[config.mk]
export PLATFORM = sky130hd
export DESIGN_NAME = slp_aon
export DESIGN_NICKNAME = d
export VERILOG_FILES = /design/src/common/slp_pkg.sv /design/src/design/slp_aon.sv
export SDC_FILE = /design/constraint.sdc
export NUM_CORES = 1
export LEC_CHECK = 0
export BUFFER_PORTS_ARGS = -buffer_cell sky130_fd_sc_hd__buf_2
export CORE_UTILIZATION = 46
export DETAILED_ROUTE_END_ITERATION = 10
export MAX_ROUTING_LAYER = met4
export PLACE_DENSITY = 0.83
export SLEW_MARGIN = 20
export SYNTH_ARGS = -nofsm -noshare
export SYNTH_HDL_FRONTEND = slang
export SYNTH_SLANG_ARGS = --single-unit
[constraint.sdc]
create_clock -name clk -period 1.5 [get_ports clk]
set_input_delay 0.45 -clock clk [delete_from_list [all_inputs] [get_ports clk]]
set_output_delay 0.45 -clock clk [all_outputs]
set_load 0.005 [all_outputs]
[src/common/slp_pkg.sv]
// Purpose: constants, types and register map of the always-on sleep block
// Assumes: 16-bit registers at the printed offsets of a plain register port
// Notes:   one state struct carries every flip-flop of the block
package slp_pkg;

  localparam int unsigned ADDR_W = 13;
  localparam int unsigned DATA_W = 16;
  localparam int unsigned EV_W   = 6;

  // ----------------------------------------------------------------
  // register offsets
  // ----------------------------------------------------------------
  localparam logic [ADDR_W-1:0] ADDR_CLAMP  = 13'h02c6;
  localparam logic [ADDR_W-1:0] ADDR_JDEN   = 13'h02d3;
  localparam logic [ADDR_W-1:0] ADDR_STAT   = 13'h1806;
  localparam logic [ADDR_W-1:0] ADDR_MASK   = 13'h1846;
  localparam logic [ADDR_W-1:0] ADDR_IRQCTL = 13'h1a80;
  localparam logic [ADDR_W-1:0] ADDR_RSTPUL = 13'h1ad0;

  // ----------------------------------------------------------------
  // field positions
  // ----------------------------------------------------------------
  localparam int unsigned CLAMP_SEL_LSB = 0;
  localparam int unsigned CLAMP_SEL_W   = 4;
  localparam int unsigned CLAMP_OVD_BIT = 4;
  localparam int unsigned JD_A_EN_BIT   = 0;
  localparam int unsigned JD_B_EN_BIT   = 1;
  localparam int unsigned EV_A_RISE     = 0;
  localparam int unsigned EV_A_FALL     = 1;
  localparam int unsigned EV_B_RISE     = 2;
  localparam int unsigned EV_B_FALL     = 3;
  localparam int unsigned EV_C_RISE     = 4;
  localparam int unsigned EV_C_FALL     = 5;
  localparam int unsigned LIVE_A_BIT    = 8;
  localparam int unsigned LIVE_B_BIT    = 9;
  localparam int unsigned LIVE_C_BIT    = 10;
  localparam int unsigned IRQ_GMASK_BIT = 0;
  localparam int unsigned IRQ_POLARITY_BIT   = 1;
  localparam int unsigned IRQ_OD_BIT    = 2;
  localparam int unsigned RST_PD_BIT    = 0;
  localparam int unsigned RST_PU_BIT    = 1;

  // ----------------------------------------------------------------
  // clamp logic selections
  // ----------------------------------------------------------------
  localparam logic [3:0] CLAMP_OFF  = 4'h0;
  localparam logic [3:0] CLAMP_A    = 4'h1;
  localparam logic [3:0] CLAMP_B    = 4'h2;
  localparam logic [3:0] CLAMP_AND  = 4'h3;
  localparam logic [3:0] CLAMP_OR   = 4'h4;
  localparam logic [3:0] CLAMP_NA   = 4'h5;
  localparam logic [3:0] CLAMP_NB   = 4'h6;
  localparam logic [3:0] CLAMP_NAND = 4'h7;

  // ----------------------------------------------------------------
  // reset values
  // ----------------------------------------------------------------
  localparam logic [4:0]      CLAMP_RST  = 5'h00;
  localparam logic [1:0]      JDEN_RST   = 2'h0;
  localparam logic [EV_W-1:0] MASK_RST   = 6'h3f;
  localparam logic [2:0]      IRQCTL_RST = 3'h0;
  localparam logic [1:0]      RSTPUL_RST = 2'h2;

  typedef enum logic [0:0] {SLP_ASLEEP, SLP_AWAKE} slp_mode_t;

  typedef struct packed {
    logic [ADDR_W-1:0] addr;
    logic [DATA_W-1:0] wdata;
    logic              wr;
    logic              rd;
  } slp_req_t;

  typedef struct packed {
    logic o;
    logic oe;
  } slp_pin_t;

  typedef struct packed {
    slp_mode_t         mode;
    logic              sup_s1;
    logic              sup_s2;
    logic              ldo_s1;
    logic              ldo_s2;
    logic              ja_s1;
    logic              ja_s2;
    logic              jb_s1;
    logic              jb_s2;
    logic              jst_a;
    logic              jst_b;
    logic              clamp;
    logic [4:0]        clamp_ctl;
    logic [1:0]        jd_en;
    logic [EV_W-1:0]   ev;
    logic [EV_W-1:0]   mask;
    logic [2:0]        irq_ctl;
    logic [1:0]        rst_pull;
    logic              irq_hold;
    slp_pin_t          irq_pin;
    logic [DATA_W-1:0] rdata;
    logic              core_in_en;
    logic              core_out_en;
    logic              keeper_en;
    logic              ldo_en;
  } slp_state_t;

  localparam slp_state_t STATE_RST = '{
    mode:      SLP_ASLEEP,
    clamp_ctl: CLAMP_RST,
    jd_en:     JDEN_RST,
    mask:      MASK_RST,
    irq_ctl:   IRQCTL_RST,
    rst_pull:  RSTPUL_RST,
    irq_pin:   '{o: 1'b1, oe: 1'b1},
    default:   '0
  };

endpackage

[src/design/slp_aon.sv]
// Purpose: always-on sleep domain: jack sense, clamp status, events, irq pin
// Assumes: core supply flag, regulator enable and jack pins are asynchronous
// Notes:   register port is dead while asleep; reads return zero then
`timescale 1ns/1ps
`default_nettype none

module slp_aon
  import slp_pkg::*;
(
  input  wire logic              clk,              // 40 MHz clock
  input  wire logic              nrst,             // async reset, active low
  input  wire logic              core_supply_ok,   // core supply present
  input  wire logic              regulator_enable_pin, // host regulator enable
  input  wire logic              jack_sense_in_a,  // jack pin a
  input  wire logic              jack_sense_in_b,  // jack pin b
  input  wire slp_req_t          reg_req,          // register request
  output logic [DATA_W-1:0]      reg_rdata,        // read data, next cycle
  output logic                   irq_o,            // irq pin level
  output logic                   irq_oe,           // irq pin drive enable
  output logic                   core_regulator_en, // core regulator enable
  output logic                   jack_status_a,    // jack status a
  output logic                   jack_status_b,    // jack status b
  output logic                   mic_detect_clamp, // clamp status
  output logic                   asleep,           // sleep state
  output logic                   core_in_en,       // core inputs accepted
  output logic                   core_out_en,      // core outputs driven
  output logic                   keeper_en,        // core bus keepers on
  output logic                   rst_pin_pullup,   // reset pin pull-up
  output logic                   rst_pin_pulldown  // reset pin pull-down
);

  // ----------------------------------------------------------------
  // helpers
  // ----------------------------------------------------------------
  function automatic logic clamp_fn(
    input logic [3:0] sel,
    input logic       ovd,
    input logic       a,
    input logic       b
  );
    logic r;
    r = 1'b0;
    case (sel)
      CLAMP_A:    r = a;
      CLAMP_B:    r = b;
      CLAMP_AND:  r = a & b;
      CLAMP_OR:   r = a | b;
      CLAMP_NA:   r = ~a;
      CLAMP_NB:   r = ~b;
      CLAMP_NAND: r = ~(a & b);
      default:    r = 1'b0;
    endcase
    // override forces the clamp on whatever the jack state
    return r | ovd;
  endfunction

  function automatic slp_pin_t irq_drive(
    input logic act,
    input logic pol_high,
    input logic open_drain
  );
    slp_pin_t p;
    p.o  = pol_high ? act : ~act;
    // open drain only pulls low, so release the pin for a high level
    p.oe = ~open_drain | ~p.o;
    return p;
  endfunction

  // ----------------------------------------------------------------
  // state
  // ----------------------------------------------------------------
  slp_state_t s_q;
  slp_state_t s_d;

  logic            live_a;
  logic            live_b;
  logic            live_c;
  logic            awake;
  logic            rd_hit;
  logic            wr_hit;
  logic [EV_W-1:0] ev_set;
  logic [EV_W-1:0] ev_clr;
  logic            irq_req;
  logic            irq_act;

  always_comb
  begin
    s_d = s_q;

    // two-stage synchronisers on every asynchronous pin
    s_d.sup_s1 = core_supply_ok;
    s_d.sup_s2 = s_q.sup_s1;
    s_d.ldo_s1 = regulator_enable_pin;
    s_d.ldo_s2 = s_q.ldo_s1;
    s_d.ja_s1  = jack_sense_in_a;
    s_d.ja_s2  = s_q.ja_s1;
    s_d.jb_s1  = jack_sense_in_b;
    s_d.jb_s2  = s_q.jb_s1;

    // regulator enable pin stays live in sleep
    s_d.ldo_en = s_q.ldo_s2;

    // jack status and clamp run in every mode
    live_a = s_q.jd_en[JD_A_EN_BIT] & s_q.ja_s2;
    live_b = s_q.jd_en[JD_B_EN_BIT] & s_q.jb_s2;
    live_c = clamp_fn(s_q.clamp_ctl[CLAMP_SEL_LSB +: CLAMP_SEL_W],
                      s_q.clamp_ctl[CLAMP_OVD_BIT], live_a, live_b);
    s_d.jst_a = live_a;
    s_d.jst_b = live_b;
    s_d.clamp = live_c;

    // edge events, asleep or awake
    ev_set = '0;
    ev_set[EV_A_RISE] = live_a & ~s_q.jst_a;
    ev_set[EV_A_FALL] = ~live_a & s_q.jst_a;
    ev_set[EV_B_RISE] = live_b & ~s_q.jst_b;
    ev_set[EV_B_FALL] = ~live_b & s_q.jst_b;
    ev_set[EV_C_RISE] = live_c & ~s_q.clamp;
    ev_set[EV_C_FALL] = ~live_c & s_q.clamp;

    // register port only while awake
    awake  = (s_q.mode == SLP_AWAKE);
    rd_hit = awake & reg_req.rd;
    wr_hit = awake & reg_req.wr;

    ev_clr = '0;
    if (rd_hit && (reg_req.addr == ADDR_STAT))
    begin
      ev_clr = '1;
    end
    // a new edge wins over a read-clear in the same cycle
    s_d.ev = (s_q.ev & ~ev_clr) | ev_set;

    if (wr_hit)
    begin
      case (reg_req.addr)
        ADDR_CLAMP:  s_d.clamp_ctl = reg_req.wdata[4:0];
        ADDR_JDEN:   s_d.jd_en     = reg_req.wdata[1:0];
        ADDR_MASK:   s_d.mask      = reg_req.wdata[EV_W-1:0];
        ADDR_IRQCTL: s_d.irq_ctl   = reg_req.wdata[2:0];
        ADDR_RSTPUL: s_d.rst_pull  = reg_req.wdata[1:0];
        default:     s_d.rst_pull  = s_q.rst_pull;
      endcase
    end

    // read data stand for one cycle only; zero when asleep or unmapped
    s_d.rdata = '0;
    if (rd_hit)
    begin
      case (reg_req.addr)
        ADDR_CLAMP:  s_d.rdata[4:0]      = s_q.clamp_ctl;
        ADDR_JDEN:   s_d.rdata[1:0]      = s_q.jd_en;
        ADDR_STAT:
        begin
          s_d.rdata[EV_W-1:0]  = s_q.ev;
          s_d.rdata[LIVE_A_BIT] = s_q.jst_a;
          s_d.rdata[LIVE_B_BIT] = s_q.jst_b;
          s_d.rdata[LIVE_C_BIT] = s_q.clamp;
        end
        ADDR_MASK:   s_d.rdata[EV_W-1:0] = s_q.mask;
        ADDR_IRQCTL: s_d.rdata[2:0]      = s_q.irq_ctl;
        ADDR_RSTPUL: s_d.rdata[1:0]      = s_q.rst_pull;
        default:     s_d.rdata           = '0;
      endcase
    end

    // power mode; only the supply flag moves it, never a jack edge
    case (s_q.mode)
      SLP_AWAKE:
      begin
        if (!s_q.sup_s2)
        begin
          s_d.mode = SLP_ASLEEP;
        end
      end
      SLP_ASLEEP:
      begin
        if (s_q.sup_s2)
        begin
          // supply returns once the host raised the regulator enable
          s_d.mode     = SLP_AWAKE;
          s_d.irq_hold = 1'b0;
        end
      end
      default:
      begin
        s_d.mode = SLP_ASLEEP;
      end
    endcase

    // only jack-derived flags exist, so sleep irq has no other cause
    irq_req = (|(s_q.ev & ~s_q.mask)) & ~s_q.irq_ctl[IRQ_GMASK_BIT];
    if ((s_q.mode == SLP_ASLEEP) && (s_d.mode == SLP_ASLEEP) && irq_req)
    begin
      s_d.irq_hold = 1'b1;
    end
    irq_act = irq_req | s_q.irq_hold;
    s_d.irq_pin = irq_drive(irq_act, s_q.irq_ctl[IRQ_POLARITY_BIT],
                            s_q.irq_ctl[IRQ_OD_BIT]);

    // core pins gated off while asleep
    s_d.core_in_en  = (s_d.mode == SLP_AWAKE);
    s_d.core_out_en = (s_d.mode == SLP_AWAKE);
    s_d.keeper_en   = (s_d.mode == SLP_AWAKE);
  end

  // ----------------------------------------------------------------
  // registers
  // ----------------------------------------------------------------
  // only nrst resets; sleep transitions leave settings and flags intact
  always_ff @(posedge clk or negedge nrst)
  begin
    if (!nrst)
    begin
      s_q <= STATE_RST;
    end
    else
    begin
      s_q <= s_d;
    end
  end

  // ----------------------------------------------------------------
  // outputs
  // ----------------------------------------------------------------
  assign reg_rdata         = s_q.rdata;
  assign irq_o             = s_q.irq_pin.o;
  assign irq_oe            = s_q.irq_pin.oe;
  assign core_regulator_en = s_q.ldo_en;
  assign jack_status_a     = s_q.jst_a;
  assign jack_status_b     = s_q.jst_b;
  assign mic_detect_clamp  = s_q.clamp;
  assign asleep            = (s_q.mode == SLP_ASLEEP);
  assign core_in_en        = s_q.core_in_en;
  assign core_out_en       = s_q.core_out_en;
  assign keeper_en         = s_q.keeper_en;
  assign rst_pin_pullup    = s_q.rst_pull[RST_PU_BIT];
  assign rst_pin_pulldown  = s_q.rst_pull[RST_PD_BIT];

endmodule

`default_nettype wire

======== Word level (Yosys, flattened, before mapping) ========
Index checks and enable logic that the tools add are counted.
word-level totals
  bits in registers ....................... 56
  input port bits ......................... 37
  word-level logic and storage cells ...... 95
operators by class
  equality and inequality tests ........... 14
  muxes and demuxes ....................... 13
  bitwise operators ....................... 34
  reductions and logical operators ........ 11
operators with widths
  kind                  count
  $eq 13x13->1 const B  4
  $eq 13x10->1 const B  2
  $eq 4x3->1 const B    4
  $not 1->1             13
  $and 1x1->1           12
  $and 6x6->6           2
  $not 6->6             2
  $pmux 2 s6            1
  $reduce_and 2->1      6
  $mux 11               1
  $eq 4x2->1 const B    2
  $pmux 1 s7            1
  $mux 6                1
  $or 6x6->6            1
  $pmux 2 s3            1
  $reduce_or 6->1       1
  $mux 1                5
  $eq 4x1->1 const B    1
  $or 1x1->1            4
  $pmux 1 s4            1
  $logic_and 1x1->1     3
  $mux 3                1
  $ne 2x1->1 const B    1
  $pmux 1 s2            1
  $reduce_bool 2->1     1

======== Depth between registers and ports, before layout ========
  word-level depth ........................ 9
  mapped depth ............................ 6
  gate-level depth less buffers ........... 5

======== Worst setup path after synthesis ========
OpenSTA, ideal clock, no wires.
  kind .................................... input port to flip-flop
  from .................................... in reg_req[28] in the netlist's numbering
  to ...................................... reg s_q[40] in the netlist's numbering
  arrival ................................. 1664 ps
  required time ........................... 1375 ps
  path slack .............................. -288 ps
  cell stages on the path ................. 6
  path through ............................ and4bb_2 and3_1 buf_2 and2_4 and3_1 mux2_2
between the ends
  longest elaborated chain between the ends .. 2
RTL lines
  element                            RTL line        source
  start, declared                    slp_aon.sv:16   input wire slp_req_t reg_req,
  $eq 13x10->1                       slp_aon.sv:136  case (reg_req.addr)
  $reduce_and 2->1 (no source line)  -
  end signal, assigned               slp_aon.sv:215  s_q <= STATE_RST;
  end signal, assigned               slp_aon.sv:219  s_q <= s_d;
  end, declared                      slp_aon.sv:72   slp_state_t s_q;
No other way between the ends.
A chain may end at the register's enable or synchronous reset.

==> results.yml <==
run_status:
  outcome: "finished, violations left"
  failed_checks: "DRC, setup timing"
clock_network:
  post_cts_hold_buffer_count: 0
  clockRootBuffer: "clkbuf_8"
  clock-sinks: 49
  htreeDepth: 2
  clk_transition_reported_paths_ns: 0.09
  clock_path_buffers: 2
  cts_tree: "done"
  worstSkewPairLatency_ns: 0.30
  cts-buffers-inserted: 5
yosys:
  post_synth_mux_area_share_pct: 12.4
  part_of_the_yosys_area_used_for_sequential_elements_pct: 56.2
  yosysUniqueCellTypes: 34
  post_synthesis_share_of_cell_area_spent_on_and_or_nand_and_nor_gates_pct: 13.4
  synthesis.instances: 189
  synth_top_family_by_area: "simple AND/OR/NAND/NOR gates"
  summed_instance_area_of_the_synthesized_netlist_um2: 2200
  synth_edf_count: 0
  synth.ff_latch_count: 49
  share_of_synthesized_registers_carrying_an_async_set_or_reset_pct: 100
  synth_compound_gate_area_share_pct: 8.13
  yosys_warnings: 0
  synthesis.area_per_instance_um2: 11.6
  ys.flop_type: "dfrtp_1"
  synth_fa_ha_area_share_pct: 0
  synth_xor_area_share_pct: 0.398
setup_path:
  critical_path_peak_fanout: 2
  timing.critical_path.required_ns: 1.74
  crit_path_start_kind: "flop"
  crit_arrival_ns: 1.81
  endpoint_kind: "flop"
  setup.worst_path.class: "reg2reg"
timing:
  unrepaired_setup_endpoints_after_global_routing: "true"
  clock-skew-final_ns: 0.0144
  timing.final.ws_setup_ns: -0.0725
  setup_total_negative_slack_ns: -0.549
  finalMaxSlewViolations: 0
  setup_viol: 18
  finalHoldViolations: 0
  post-route-min-period_ns: 1.57
  post-route-period-util_pct: 105
  timing.fmax_ghz: 0.636
  whs_ns: 0.104
finish:
  commonest_non_fill_non_tap_cells_in_the_layout: "42 x buf_2, 40 x dfrtp_1, 29 x buf_4"
  antenna-diode-count: 0
  fin_area_um2: 2960
  final_common_cell: "buf_2"
  fin_nets: 301
  layout-area-overhead-vs-synth_pct: 34.5
  final_layout_size_suffix_gt1_share_pct: 53.6
detailed_routing:
  wire_per_inst_um: 16.2
  dr.first_iter.drc_count: 132
  ant_nets: 0
  vias: 1698
  viasPerCell: 5.36
  remaining_drc_errors: 5
  route.final.wire_length_um: 5120
  detailedRoute.firstPassIterationCount: 9
global_route:
  first_pass_grt_wire_length_um: 8020
  overflow: 0
  gr-usage-all-layers_pct: 21.8
  first_global_vias: 1723
  grt_antenna_before_repair: 0
  grt_start_max_net_pins: 50
pwr:
  ir_drop_uv: 610
  power.leakage_nw: 1.48
  power_per_cell_area_nw_per_um2: 781
placement:
  placement.cell_area_um2: 2690
  io_buffers: 47
  routabilityCongestion: 0.866
  dp.final_hpwl_um: 3460
floorplan:
  floorplan.die.width_um: 71.2
  die-height_um: 71.2
  ios: 65
  die_area_um2: 5070
  rows: 24
  initial_core_util_pct: 49.2
  core-area_um2: 4470
min_path:
  min-delay-path-class: "in2async"
run:
  max-cap-violations: 0
## power breakdown
group          leakage [nW]  switching, mW  internal [mW]
clock network        0.0455          0.405          0.376
logic                 0.842          0.101         0.0884
registers             0.598        0.00562           1.34
total                  1.48          0.512           1.80
## layer usage
| metal | routed length, um | track usage (%) | part of all wire, % | up-vias |
|---|---|---|---|---|
| met3 | 244 | 5.27 | 4.8 | 15 |
| met4 | 121 | 11.3 | 2.4 | 0 |
| met2 | 2680 | 35.6 | 52 | 71 |
| met5 | 0 | - | 0 | - |
| li1 | - | - | - | 783 |
| met1 | 2080 | 24.8 | 41 | 829 |
## registers in the layout, indices dropped and copies added, names as in the netlist
signal	count
core_regulator_en	1
irq_o	1
irq_oe	1
jack_status_a	1
jack_status_b	1
keeper_en	1
mic_detect_clamp	1
reg_rdata	9
rst_pin_pulldown	1
rst_pin_pullup	1
s_d	5
s_q	26
## worst max-delay path: stages, from the launching register on
cell and delay, ns:
dfstp_2 0.55, o22ai_2 0.08, or3_4 0.42, a21oi_4 0.16
mux2_4 0.31
## final cells by class
class / instances / area, um^2
multi-input cells: 111 / 933
flip-flops and latches: 49 / 1240
repair buffers: 84 / 583
fillers: 341 / 1510
inverters: 13 / 51.3
well taps: 52 / 65.1
clock buffers: 8 / 90.1
## cells by family after synthesis
family	after synthesis
compound gates	28
xor+xnor	1
buf+inv	35
flops	49
mux	25
other cells	1
simple gates	50
## what timing repair did
| item | in CTS | in global routing |
|---|---|---|
| gates resized for setup | 18 | 12 |
| endpoints found under the setup margin | 30 | 29 |
| setup buffers | 4 | 2 |
| pin swaps | 10 | 8 |
## stage by stage
stage,utilization (%),power [mW],setup slack [ns],instances
after floorplan,-,1.43,-0.248,195
after global placement,60.2,1.53,-0.411,303
after detailed placement,60.2,1.54,-0.468,303
after CTS,64.5,2.33,-0.0929,315
after global routing,66.2,2.40,-0.116,317
final,66.2,2.31,-0.0725,317
## cells in the mapped netlist, drive strengths merged, types with 4 or more instances
master	n	area share [%]
mux2i	7	3.2
dfrtp	40	45
dfstp	9	11
nand2	10	1.7
mux2	18	9.2
nand3	7	2.2
buf	21	6.9
nor2	12	2.4
a21oi	10	2.3
o22ai	6	1.7
inv	13	2.2
and2	4	1.3
## worst paths after layout
kind,to,cells past startpoint,slack [ns],startpoint
max reg2reg,irq_oe,4,-0.07,s_q[28]
min,reg_rdata[1],2,0.10,nrst
max in group asynchronous,s_q[33],2,1.10,nrst
max,irq_oe,4,-0.07,s_q[28]
min reg2reg,s_q[56],0,0.35,s_d[56]
min in group clk,s_d[54],1,0.25,regulator_enable_pin
No activity file was read; power rests on OpenSTA's default activity.
